<file path="src/flash_support_pkg.sv">
// Purpose: Shared constants for the flash support block
// Assumes: 10 MHz system clock, word-wide register port
// Notes: Register offsets are word indices on the plain register port
package flash_support_pkg;
  localparam int ADDR_W = 4;
  localparam int DATA_W = 32;
  // Register offsets
  localparam logic [3:0] REG_CTRL = 4'h0;
  localparam logic [3:0] REG_LIMIT = 4'h1;
  localparam logic [3:0] REG_ROW = 4'h2;
  localparam logic [3:0] REG_CMD = 4'h3;
  localparam logic [3:0] REG_STATUS = 4'h4;
  localparam logic [3:0] REG_IRQ_STAT = 4'h5;
  localparam logic [3:0] REG_IRQ_EN = 4'h6;
  localparam logic [3:0] REG_IRQ_CLR = 4'h7;
  localparam logic [3:0] REG_COUNT = 4'h8;
  // Control field layout
  localparam int CTRL_SEL_LO = 0;
  localparam int CTRL_DIV_LO = 2;
  localparam int CTRL_MARGIN = 8;
  localparam int SEL_W = 2;
  localparam int DIV_W = 6;
  // Clock source encodings
  localparam logic [1:0] SRC_AUX = 2'h0;
  localparam logic [1:0] SRC_SUB = 2'h1;
  localparam logic [1:0] SRC_MAIN = 2'h2;
  // Command bits
  localparam int CMD_PROG = 0;
  localparam int CMD_ERASE = 1;
  // Rows: 64 bytes each
  localparam int ROW_BYTES = 64;
  localparam int ROWS = 16;
  localparam int ROW_W = 4;
  localparam int CNT_W = 16;
  localparam logic [15:0] LIMIT_RST = 16'h0400;
  // Interrupt bits
  localparam int IRQ_N = 3;
  localparam int IRQ_VIOL = 0;
  localparam int IRQ_SUPPLY = 1;
  localparam int IRQ_DONE = 2;
  // Pulse lengths in timing-generator ticks
  localparam logic [15:0] PROG_TICKS = 16'h0020;
  localparam logic [15:0] ERASE_TICKS = 16'h0100;
  typedef enum logic [1:0] {ST_IDLE, ST_PROG, ST_ERASE} op_t;
endpackage

</file>
<file path="src/flash_support.sv">
// Purpose: Flash timing clock select/divide, per-row stress budget, marginal read
// Assumes: CPU drives a plain register port; clock sources are pin-level inputs
// Notes: Functional notes
// Functional notes
// - Timing generator source is auxiliary, subsystem or main clock.
// - Source select field picks clock; divide field picks division ratio.
// - Programming stresses whole 64-byte row; accumulated high-voltage time limited; code only flags a count above limit_q, never blocks.
// - Erasing a row clears its accumulated programming time.
// - Marginal read enable selects stricter sensing margin for reads.
// - Supply change flag in control register tracks supply shifts during programming.
//
// The register addresses and the strobed register port were left to the implementer.
`timescale 1ns/1ns
`default_nettype none
module flash_support
  import flash_support_pkg::*;
(
  // Clock and reset
  input wire logic clk,
  input wire logic rstn,
  input wire logic clk_en,
  // Register port
  input wire logic [flash_support_pkg::ADDR_W-1:0] reg_addr,
  input wire logic [flash_support_pkg::DATA_W-1:0] reg_wdata,
  input wire logic reg_wr,
  input wire logic reg_rd,
  output logic [flash_support_pkg::DATA_W-1:0] reg_rdata,
  // Clock sources from pins
  input wire logic aux_clock,
  input wire logic subsystem_clock,
  input wire logic main_clock,
  // Supply monitor comparator from pin
  input wire logic supply_level,
  // Flash array controls
  output logic high_voltage,
  output logic margin_read,
  output logic [flash_support_pkg::ROW_W-1:0] hv_row,
  // Interrupt
  output logic irq
);
  import flash_support_pkg::*;

  // Two-stage synchronisers for all pin inputs
  logic [3:0] sync1_q;
  logic [3:0] sync2_q;
  always_ff @(posedge clk or negedge rstn)
  begin
    if (!rstn)
    begin
      sync1_q <= 4'h0;
      sync2_q <= 4'h0;
    end
    else if (clk_en)
    begin
      sync1_q <= {supply_level, main_clock, subsystem_clock, aux_clock};
      sync2_q <= sync1_q;
    end
  end

  // Control register
  logic [SEL_W-1:0] clock_source_select;
  logic [DIV_W-1:0] clock_divide_ratio;
  logic margin_q;
  logic [CNT_W-1:0] limit_q;
  logic [ROW_W-1:0] row_q;
  logic [IRQ_N-1:0] irq_stat_q;
  logic [IRQ_N-1:0] irq_en_q;
  logic supply_change_flag;
  op_t op_q;
  logic [CNT_W-1:0] op_cnt_q;
  logic [CNT_W-1:0] stress_q [ROWS];
  logic [ROWS-1:0] viol_q;
  logic ftg_tick;
  logic wr_cmd;
  assign wr_cmd = clk_en && reg_wr && (reg_addr == REG_CMD) && (op_q == ST_IDLE);

  // Software settings; divider changes take effect on the next source edge
  always_ff @(posedge clk or negedge rstn)
  begin
    if (!rstn)
    begin
      clock_source_select <= SRC_AUX;
      clock_divide_ratio <= '0;
      margin_q <= 1'b0;
      limit_q <= LIMIT_RST;
      row_q <= '0;
      irq_en_q <= '0;
    end
    else if (clk_en && reg_wr)
    begin
      case (reg_addr)
        REG_CTRL:
        begin
          clock_source_select <= reg_wdata[CTRL_SEL_LO +: SEL_W];
          clock_divide_ratio <= reg_wdata[CTRL_DIV_LO +: DIV_W];
          margin_q <= reg_wdata[CTRL_MARGIN];
        end
        REG_LIMIT: limit_q <= reg_wdata[CNT_W-1:0];
        REG_ROW: row_q <= reg_wdata[ROW_W-1:0];
        REG_IRQ_EN: irq_en_q <= reg_wdata[IRQ_N-1:0];
        default: ;
      endcase
    end
  end

  // Marginal read drives the sense amplifiers directly
  assign margin_read = margin_q;

  // Source mux and edge detect; the reserved code falls back to the main clock
  logic src_lvl;
  logic src_prev_q;
  always_comb
  begin
    case (clock_source_select)
      SRC_AUX: src_lvl = sync2_q[0];
      SRC_SUB: src_lvl = sync2_q[1];
      default: src_lvl = sync2_q[2];
    endcase
  end

  // Divider: one timing tick per (ratio+1) source rising edges
  logic [DIV_W-1:0] div_cnt_q;
  logic src_rise;
  assign src_rise = src_lvl && !src_prev_q;
  assign ftg_tick = clk_en && src_rise && (div_cnt_q == clock_divide_ratio);
  always_ff @(posedge clk or negedge rstn)
  begin
    if (!rstn)
    begin
      src_prev_q <= 1'b0;
      div_cnt_q <= '0;
    end
    else if (clk_en)
    begin
      src_prev_q <= src_lvl;
      if (src_rise)
        div_cnt_q <= (div_cnt_q >= clock_divide_ratio) ? '0 : div_cnt_q + 1'b1;
    end
  end

  // Operation sequencer: timing ticks measure the high-voltage pulse
  logic op_end;
  assign op_end = ftg_tick && (op_q != ST_IDLE) &&
                  (op_cnt_q == ((op_q == ST_PROG) ? PROG_TICKS : ERASE_TICKS) - 16'h0001);
  always_ff @(posedge clk or negedge rstn)
  begin
    if (!rstn)
    begin
      op_q <= ST_IDLE;
      op_cnt_q <= '0;
    end
    else if (clk_en)
    begin
      case (op_q)
        ST_IDLE:
          if (wr_cmd && reg_wdata[CMD_ERASE])
          begin
            op_q <= ST_ERASE;
            op_cnt_q <= '0;
          end
          else if (wr_cmd && reg_wdata[CMD_PROG])
          begin
            op_q <= ST_PROG;
            op_cnt_q <= '0;
          end
        ST_PROG, ST_ERASE:
          if (op_end)
            op_q <= ST_IDLE;
          else if (ftg_tick)
            op_cnt_q <= op_cnt_q + 16'h0001;
        default: op_q <= ST_IDLE;
      endcase
    end
  end

  // High voltage covers the entire selected row, whatever the write size
  assign high_voltage = (op_q != ST_IDLE);
  assign hv_row = row_q;

  // Per-row stress counters; saturate rather than wrap so a violation stays visible
  genvar r;
  generate
    for (r = 0; r < ROWS; r++)
    begin : g_row
      always_ff @(posedge clk or negedge rstn)
      begin
        if (!rstn)
          stress_q[r] <= '0;
        else if (clk_en)
        begin
          if (op_q == ST_ERASE && op_end && row_q == ROW_W'(r))
            stress_q[r] <= '0;
          else if (op_q == ST_PROG && ftg_tick && row_q == ROW_W'(r) && stress_q[r] != '1)
            stress_q[r] <= stress_q[r] + 16'h0001;
        end
      end
      assign viol_q[r] = (stress_q[r] > limit_q);
    end
  endgenerate

  // Supply change flag follows the monitored supply level
  assign supply_change_flag = sync2_q[3];
  logic supply_start_q;
  always_ff @(posedge clk or negedge rstn)
  begin
    if (!rstn)
      supply_start_q <= 1'b0;
    else if (clk_en && wr_cmd)
      supply_start_q <= supply_change_flag;
  end

  // Sticky event bits; a new event wins over a same-cycle clear
  logic [IRQ_N-1:0] ev;
  logic viol_sel_prev_q;
  always_comb
  begin
    ev = '0;
    ev[IRQ_VIOL] = viol_q[row_q] && !viol_sel_prev_q;
    ev[IRQ_SUPPLY] = high_voltage && (supply_change_flag != supply_start_q);
    ev[IRQ_DONE] = op_end;
  end
  always_ff @(posedge clk or negedge rstn)
  begin
    if (!rstn)
    begin
      irq_stat_q <= '0;
      viol_sel_prev_q <= 1'b0;
    end
    else if (clk_en)
    begin
      viol_sel_prev_q <= viol_q[row_q];
      if (reg_wr && reg_addr == REG_IRQ_CLR)
        irq_stat_q <= (irq_stat_q & ~reg_wdata[IRQ_N-1:0]) | ev;
      else
        irq_stat_q <= irq_stat_q | ev;
    end
  end
  assign irq = |(irq_stat_q & irq_en_q);

  // Read data stands the cycle after the strobe; unmapped reads return zero
  always_ff @(posedge clk or negedge rstn)
  begin
    if (!rstn)
      reg_rdata <= '0;
    else if (clk_en)
    begin
      reg_rdata <= '0;
      if (reg_rd)
      begin
        case (reg_addr)
          REG_CTRL: reg_rdata <= DATA_W'({supply_change_flag, margin_q, clock_divide_ratio, clock_source_select});
          REG_LIMIT: reg_rdata <= DATA_W'(limit_q);
          REG_ROW: reg_rdata <= DATA_W'(row_q);
          REG_STATUS: reg_rdata <= DATA_W'({viol_q[row_q], supply_change_flag, high_voltage});
          REG_IRQ_STAT: reg_rdata <= DATA_W'(irq_stat_q);
          REG_IRQ_EN: reg_rdata <= DATA_W'(irq_en_q);
          REG_COUNT: reg_rdata <= DATA_W'(stress_q[row_q]);
          default: reg_rdata <= '0;
        endcase
      end
    end
  end

  // Stress grows by one on each programming tick of the selected row until it saturates
  property p_stress_grow;
    @(posedge clk) disable iff (!rstn)
    (clk_en && op_q == ST_PROG && ftg_tick && stress_q[row_q] != 16'hffff)
      |=> (stress_q[$past(row_q)] == $past(stress_q[row_q]) + 16'h0001);
  endproperty
  a_stress_grow: assert property (p_stress_grow) else $error("Row stress did not grow");

  property p_erase_clear;
    @(posedge clk) disable iff (!rstn)
    (clk_en && op_q == ST_ERASE && op_end) |=> (stress_q[$past(row_q)] == 16'h0000);
  endproperty
  a_erase_clear: assert property (p_erase_clear) else $error("Erase left row stress");

  // A fresh violation on the selected row must reach the sticky status bit
  property p_viol;
    @(posedge clk) disable iff (!rstn)
    (clk_en && viol_q[row_q] && !viol_sel_prev_q) |=> irq_stat_q[IRQ_VIOL];
  endproperty
  a_viol: assert property (p_viol) else $error("Violation event not latched");

  property p_margin;
    @(posedge clk) disable iff (!rstn)
    (clk_en && reg_wr && reg_addr == REG_CTRL) |=> (margin_read == $past(reg_wdata[CTRL_MARGIN]));
  endproperty
  a_margin: assert property (p_margin) else $error("Margin read not applied");

  property p_tick_div;
    @(posedge clk) disable iff (!rstn)
    ftg_tick |=> (div_cnt_q == '0);
  endproperty
  a_tick_div: assert property (p_tick_div) else $error("Divider did not wrap on tick");

  property p_src;
    @(posedge clk) disable iff (!rstn)
    ($stable(clock_source_select) && clock_source_select == SRC_SUB && sync2_q[1] && !$past(sync2_q[1]))
      |-> src_rise;
  endproperty
  a_src: assert property (p_src) else $error("Wrong source clock");

  property p_supply;
    @(posedge clk) disable iff (!rstn)
    ($past(clk_en) && $past(clk_en, 2) && supply_change_flag != $past(supply_change_flag))
      |-> (supply_change_flag == $past(supply_level, 2));
  endproperty
  a_supply: assert property (p_supply) else $error("Supply flag not synced");
endmodule
`default_nettype wire

</file>
<file path="config.mk">
export PLATFORM = sky130hd
export DESIGN_NAME = flash_support
export DESIGN_NICKNAME = d
export VERILOG_FILES = /design/src/flash_support_pkg.sv /design/src/flash_support.sv
export SDC_FILE = /design/constraint.sdc
export NUM_CORES = 1
export LEC_CHECK = 0
export ABC_AREA = 1
export BUFFER_PORTS_ARGS = -buffer_cell sky130_fd_sc_hd__buf_2
export CELL_PAD_IN_SITES_DETAIL_PLACEMENT = 0
export CELL_PAD_IN_SITES_GLOBAL_PLACEMENT = 2
export CORE_AREA = 10 10 223 330
export CTS_BUF_LIST = sky130_fd_sc_hd__clkbuf_4 sky130_fd_sc_hd__clkbuf_8
export CTS_CLUSTER_SIZE = 16
export DETAILED_ROUTE_END_ITERATION = 10
export DIE_AREA = 0 0 233 340
export MAX_ROUTING_LAYER = met4
export PLACE_DENSITY_LB_ADDON = 0.25
export SLEW_MARGIN = 15
export SYNTH_ARGS = -nofsm -noshare
export SYNTH_HDL_FRONTEND = slang
export SYNTH_SLANG_ARGS = --single-unit
</file>
<file path="constraint.sdc">
create_clock -name clk -period 6.4 [get_ports clk]
set_input_delay 0.96 -clock clk [delete_from_list [all_inputs] [get_ports clk]]
set_output_delay 0.96 -clock clk [all_outputs]
set_load 0.01 [all_outputs]
</file>
==> flow_metrics.tcl, run 1 <==
set metrics [dict create \
    fin_crit_sh_pct 58.28 \
    htreeDepth 2 \
    arrival_ps 4340 \
    finalCriticalPeriod_ps 3730 \
    drive_above_1_share_pct 7.422 \
    initial_core_util_pct 40.53 \
    drcViolationCount 0 \
    finalHoldViolCount 0 \
    crit_slowest_cell "inv_2" \
    outcome "completed" \
    crit_required_ps 7010 \
    viasPerCell 5.598 \
    worst-path-buf-inv 5 \
    crit_path_start_kind "flip-flop" \
    synth_edf_count 0 \
    ys_ff_latch 342 \
    crit_cells 18 \
    synth_ff_type "dfrtp_1" \
    grt_pass1_vias 26605 \
    numClockSinks 342 \
    first_iter_violations 1922 \
    gp_congestion 0.9892 \
    hold_class "input port to async pin" \
    post-route-cell-area_um2 30100 \
    cts_tree "yes" \
    setup_viol 0 \
    cts_made_buffers 59 \
    p_sw_share_pct 44.63 \
    avgSynthCellArea_um2 7.283 \
    clk_latency_ps 730 \
    die_height_um 340 \
    num_rows 117 \
    p_int_w 0.004902 \
    relSlewSlack_pct 30.46 \
    overflow 0 \
    clkPwrFrac_pct 26.9 \
    wl_per_cell_um 22.44 \
    grt_pass1_wl_um 161100 \
    synth_cell_types 70 \
    leakage_nw 14.50 \
    tightest_slew_ps 1032 \
    crit_type "flip-flop to flip-flop" \
    wl_um 107400 \
    rr_worst_depth 18 \
    crit_path_max_incr_delay_ps 530 \
    comb_power_share_pct 41.2 \
    rsz0062_at_grt "false" \
    clk_path_buf_depth 3 \
    seq_area_frac_synth_pct 31.22 \
    clock.fmax_mhz 268.1 \
    core_um2 67630 \
    worstSetupEndpointType "flip-flop" \
    placed_cell_area_um2 28730 \
    peakVddDrop_uv 168.7 \
    crit_chain "inv_1 > ha_1 > nand2_1 > inv_1 > nand3_1 > inv_1 > nand3_1 > nor2_8 > nand2_2 > buf_4 > inv_2 > nand2_1 > a31oi_2 > nor2_1 > nor3_1 > nand2_1 > nor2_1 > nor2_1" \
    r2r_end "stress_q[140]" \
    path_max_fanout 20 \
    crit_start "clock_divide_ratio[5]" \
    syn_to_final_growth_pct 9.804 \
    ios 84 \
    power_density_nw_per_um2 294.1 \
    io_buffers 51 \
    dr_total_vias 26800 \
    r2r_slack_ps 2670 \
    reg2reg_from "clock_divide_ratio[5]" \
    antenna_found_initial 1 \
    drv_slew 0 \
    fin_tns_setup_ps 0 \
    crit_family "simple AND/OR/NAND/NOR gates" \
    yosys_warnings 0 \
    dr.pass1.iters 5 \
    netlist_area_um2 27410 \
    grt_max_degree 144 \
    dieArea_um2 79220 \
    crit_end "stress_q[140]" \
    post_cts_buffers 0 \
    clk_pin_slew_ps 60 \
    fin_nets 4172 \
    clock_skew_ps 29.66 \
    synthArstFlopShare_pct 100.0 \
    fp.dieW_um 233 \
    cts_resized 0 \
    grt_usage_pct 27.46 \
    cts_hold_buf 0 \
    drv.max_cap_violation_count 0 \
    power_frac_seq_pct 31.9 \
    switching_power_w 0.003951 \
    synthCells 3764 \
    dp_hpwl_um 79880 \
    postRouteAntennaNets 0 \
    cts-root-buf "clkbuf_8" \
]
## how the worst min path moves through the flow
stage               depth (start not counted)  slack [ps]       endpoint
finish                                      1         200   op_cnt_q[11]
global route                                1         250   op_cnt_q[15]
CTS                                         1         210   op_cnt_q[15]
detailed placement                          1         450  irq_stat_q[0]
global placement                            1         440  irq_stat_q[0]
floorplan                                   1         440  irq_stat_q[0]
## flip-flops by register name (all words and copies together), names as in the netlist, 6 cells and up
name and count:
limit_q 16, clock_divide_ratio 6, reg_rdata 16, op_cnt_q 16, div_cnt_q 6, stress_q 256
## synthesized netlist by cell type, types with 5 or more instances
cell type  count  area [um2]
clkbuf_1      34       127.6
or2_2          6       37.54
o21ai_1       19       95.09
nor2_2         8       50.05
dfrtp_1      341        8533
nor4_1        40       250.2
buf_1         12       45.04
xor2_1       121        1060
nand2_2       13       81.33
a31oi_1        9       56.30
nor3b_1        5       37.54
inv_1        477        1790
nor2_4         6       67.56
nand4_1       99       619.3
a21oi_1      186       930.9
a22o_1        14       122.6
o21ai_0      319        1597
o31ai_1       29       217.7
buf_4         17       127.6
nand3b_1       7       52.55
ha_1         283        3541
nand3_1      247        1236
buf_2         17       85.08
a22oi_1       11       82.58
nor2_1       337        1265
inv_2         17       63.81
o221ai_1      16       140.1
o22ai_1      103       644.4
buf_6          6       67.56
nor3_1       130       650.6
nand2_1      745        2796
o21bai_1       7       52.55
o21a_1        19       142.6
## power by group through the flow
stage	Clock, W	Sequential [W]	Combinational [W]
4_1_cts	0.00244	0.00282	0.00363
5_1_grt	0.00252	0.00286	0.00407
6_report	0.00238	0.00283	0.00365
2_1_floorplan	0	0.00272	0.00236
3_3_place_gp	0	0.00285	0.00359
3_5_place_dp	0	0.00285	0.00361
## cell usage in the layout, fill, tap and decap left out, types with 14 or more instances in the layout
cell type,n
nand2_1,743
inv_1,477
dfrtp_1,341
nor2_1,335
o21ai_0,319
ha_1,283
nand3_1,247
a21oi_1,186
nor3_1,130
xor2_1,121
o22ai_1,103
nand4_1,99
clkbuf_8,82
buf_2,50
nor4_1,40
buf_4,37
o31ai_1,29
o21ai_1,19
o21a_1,19
inv_2,17
clkbuf_4,17
o221ai_1,16
conb_1,16
nand2_2,15
a22o_1,14
## final cells by class
cell class	count	area, um2
repair buffers	90	583.1
well taps	892	1116
clock inverters	12	116.4
inverters	496	1862
multi-input cells	2855	16600
diodes	1	2.502
fillers	7228	37530
flip-flops and latches	342	8559
clock buffers	99	1256
## metal layers
| metal | GRT usage, % | vias up | wire length (um) |
|---|---|---|---|
| li1 | - | 13004 | - |
| met1 | 30.65 | 12825 | 42510 |
| met2 | 47.68 | 713 | 54320 |
| met3 | 2.848 | 258 | 4354 |
| met4 | 14.08 | 0 | 6228 |
| met5 | - | - | 0 |
## cells by family after synthesis
kind of cell             count (synthesis)  synth area share, %
AND/OR/NAND/NOR                       1662                26.88
XOR/XNOR                               125                3.994
adder cells (fa/ha/maj)                283                12.92
buffers and inverters                  582                8.444
flip-flops                             342                31.22
other                                    1              0.01368
AO/OA/AOI/OAI                          769                16.53
## through the flow
step                hold WS (ps)  total power (W)  util, %  setup slack (ps)  instances
finish                     199.8         0.008853    44.51              2670       4787
floorplan                  435.9         0.005082        -              3751       3779
detailed placement         452.3         0.006464    42.47              2191       4675
global route               245.9         0.009451    44.51              2384       4787
global placement           444.2         0.006441    42.47              2244       4675
CTS                        211.6         0.008879    44.50              2640       4786
Power figures use the tool's default switching activity.
==> inputs of run 2 (changes only) <==
Settings changed: CORE_AREA 10 10 223 330 to 10 10 240 356, DIE_AREA 0 0 233 340 to 0 0 250 366.
Clock period 6.4 ns to 3.15 ns, I/O delays scaled along.
==> run 2 against run 1 <==
Compared with the run above: die area is 16% higher; clock skew is 25 ps higher; combinational power is 120% higher; cell area is 4.7% higher; critical path depth is 1 higher; sequential share of layout area is 1.3 points lower; worst setup slack worse by 2400 ps; final cell count is 5.1% higher; routed wire length is 5.0% higher.
==> flow_metrics.tcl, run 2 (synthesized netlist as in run 1, its figures left out) <==
set metrics [dict create \
    fin_crit_sh_pct 92.99 \
    postRouteAntennaNets 0 \
    min_from "reg_wdata[3]" \
    crit_type "flip-flop to flip-flop" \
    die_height_um 366 \
    path_common_cell "nand2_1" \
    power_density_nw_per_um2 594.9 \
    pre_cts_ws_ps 168.5 \
    p_sw_share_pct 44.24 \
    cts-root-buf "clkbuf_8" \
    grt_pass1_wl_um 169300 \
    dr.pass1.iters 6 \
    gp_congestion 0.9496 \
    r2r_end "reg_rdata[2]" \
    relSlewSlack_pct 54.04 \
    p_int_w 0.01046 \
    cts_tree "yes" \
    crit_path_start_kind "flip-flop" \
    post-route-cell-area_um2 31520 \
    regArea_um2 8559 \
    clock_skew_ps 54.99 \
    peakVddDrop_uv 437.8 \
    crit_chain "inv_1 > buf_12 > ha_1 > nand4_1 > nor3_1 > buf_4 > nand2_1 > nand2_1 > nand2_1 > nand2_1 > nand2_1 > nor2_1 > nor2_1 > nor2_1 > buf_4 > nand3_1 > nand2_1 > nand2_1 > nand2_1" \
    io_buffers 51 \
    finalCriticalPeriod_ps 2929 \
    final_cell_mix "nand2_1, inv_1, dfrtp_1, nor2_1, o21ai_0" \
    ios 84 \
    clk_pin_slew_ps 60 \
    drcViolationCount 0 \
    dp_hpwl_um 84180 \
    finalHoldViolCount 0 \
    initial_core_util_pct 34.85 \
    crit_path_max_incr_delay_ps 510 \
    grt_max_degree 71 \
    worstSetupEndpointType "flip-flop" \
    fin_nets 4281 \
    crit_required_ps 3810 \
    clock.fmax_mhz 341.4 \
    drv_slew 0 \
    reg2reg_from "limit_q[10]" \
    wl_per_cell_um 22.43 \
    viasPerCell 5.399 \
    power_frac_seq_pct 30.6 \
    setup_viol 0 \
    grt_pass1_vias 27314 \
    switching_power_w 0.008295 \
    clkPwrFrac_pct 27.6 \
    regMostFlops "stress_q" \
    hold_class "input port to flip-flop" \
    drive_above_1_share_pct 9.615 \
    wl_um 112800 \
    rr_worst_depth 19 \
    layout_commonest_cell "nand2_1" \
    cts_made_buffers 60 \
    numClockSinks 342 \
    multi_input_area_um2 16620 \
    htreeDepth 2 \
    leakage_nw 15.18 \
    fp.dieW_um 250 \
    arrival_ps 3590 \
    timing.hold.ws_ps 62.88 \
    holdPathStages 3 \
    num_rows 126 \
    placed_cell_area_um2 29890 \
    path_max_fanout 18 \
    overflow 0 \
    setup_ws_ps 220.8 \
    drv.max_cap_violation_count 0 \
    rsz0062_at_grt "true" \
    comb_power_share_pct 41.9 \
    crit_slowest_cell "dfstp_2" \
    outcome "completed" \
    core_um2 78670 \
    hold_end "clock_divide_ratio[1]" \
    clk_latency_ps 760 \
    grt_usage_pct 24.70 \
    fill_cells 8277 \
    largest_reg_flops 256 \
    tightest_slew_ps 684.2 \
    clk_path_buf_depth 3 \
    crit_start "limit_q[10]" \
    dr_total_vias 27153 \
    syn_to_final_growth_pct 14.98 \
    dieArea_um2 91500 \
    antenna_found_initial 2 \
    first_iter_violations 1715 \
    r2r_slack_ps 220 \
]
==> run 2: changes by cell type in the layout (fill, tap and decap cells not counted), sizes merged <==
cell	change
clkbuf	-7
clkinv	+4
dlygate4sd3	+17
buf	+91
bufinv	+4
inv	+1
==> run 2: timing repair <==
action	CTS	global route
gates resized for setup	0	3
endpoints found under the hold margin	70	0
setup buffers	0	0
hold buffers	17	0
endpoints found under the setup margin	0	12
==> run 2: area by class of cell <==
cell class,instances,area share (%)
diodes,1,0.007939
flip-flops and latches,342,27.16
repair buffers,198,5.549
inverters,496,5.907
multi-input cells,2855,52.73
well taps,1024,4.065
clock inverters,21,0.8495
clock buffers,92,3.739
==> run 2: per-layer routing <==
layer	vias up	wire length, um	GRT usage, %
met3	250	4147	2.445
met2	688	57470	43.39
li1	13224	-	-
met4	0	5831	11.49
met5	-	0	-
met1	12991	45360	27.74
==> run 2: worst max-delay path by stage <==
stage               endpoint  cells past startpoint
3_3_place_gp    reg_rdata[2]                     19
3_5_place_dp    stress_q[43]                     15
2_1_floorplan  stress_q[233]                     16
6_report        reg_rdata[2]                     19
4_1_cts         stress_q[43]                     15
5_1_grt        stress_q[140]                     18
==> run 2: power by group through the flow <==
stage | clock (W) | sequential, W | combinational, W
5_1_grt | 0.00545 | 0.00581 | 0.00878
2_1_floorplan | 0 | 0.00553 | 0.00479
6_report | 0.00517 | 0.00573 | 0.00785
3_5_place_dp | 0 | 0.00580 | 0.00779
3_3_place_gp | 0 | 0.00580 | 0.00776
4_1_cts | 0.00528 | 0.00572 | 0.00784
==> run 2: critical path: cells and delay by family (launching register included) <==
kind,cells,cell delay (ps)
flops,1,510
fa+ha+maj,1,340
buf+inv,4,580
simple gates,14,1400
==> run 2: stage by stage <==
stage | utilization (%) | total power [W] | cells | TNS (ps)
floorplan | - | 0.01032 | 3779 | 0
global placement | 38.00 | 0.01356 | 4898 | 0
detailed placement | 38.00 | 0.01359 | 4898 | 0
CTS | 40.05 | 0.01885 | 5028 | 0
global route | 40.07 | 0.02004 | 5029 | -8.288
finish | 40.07 | 0.01875 | 5029 | 0
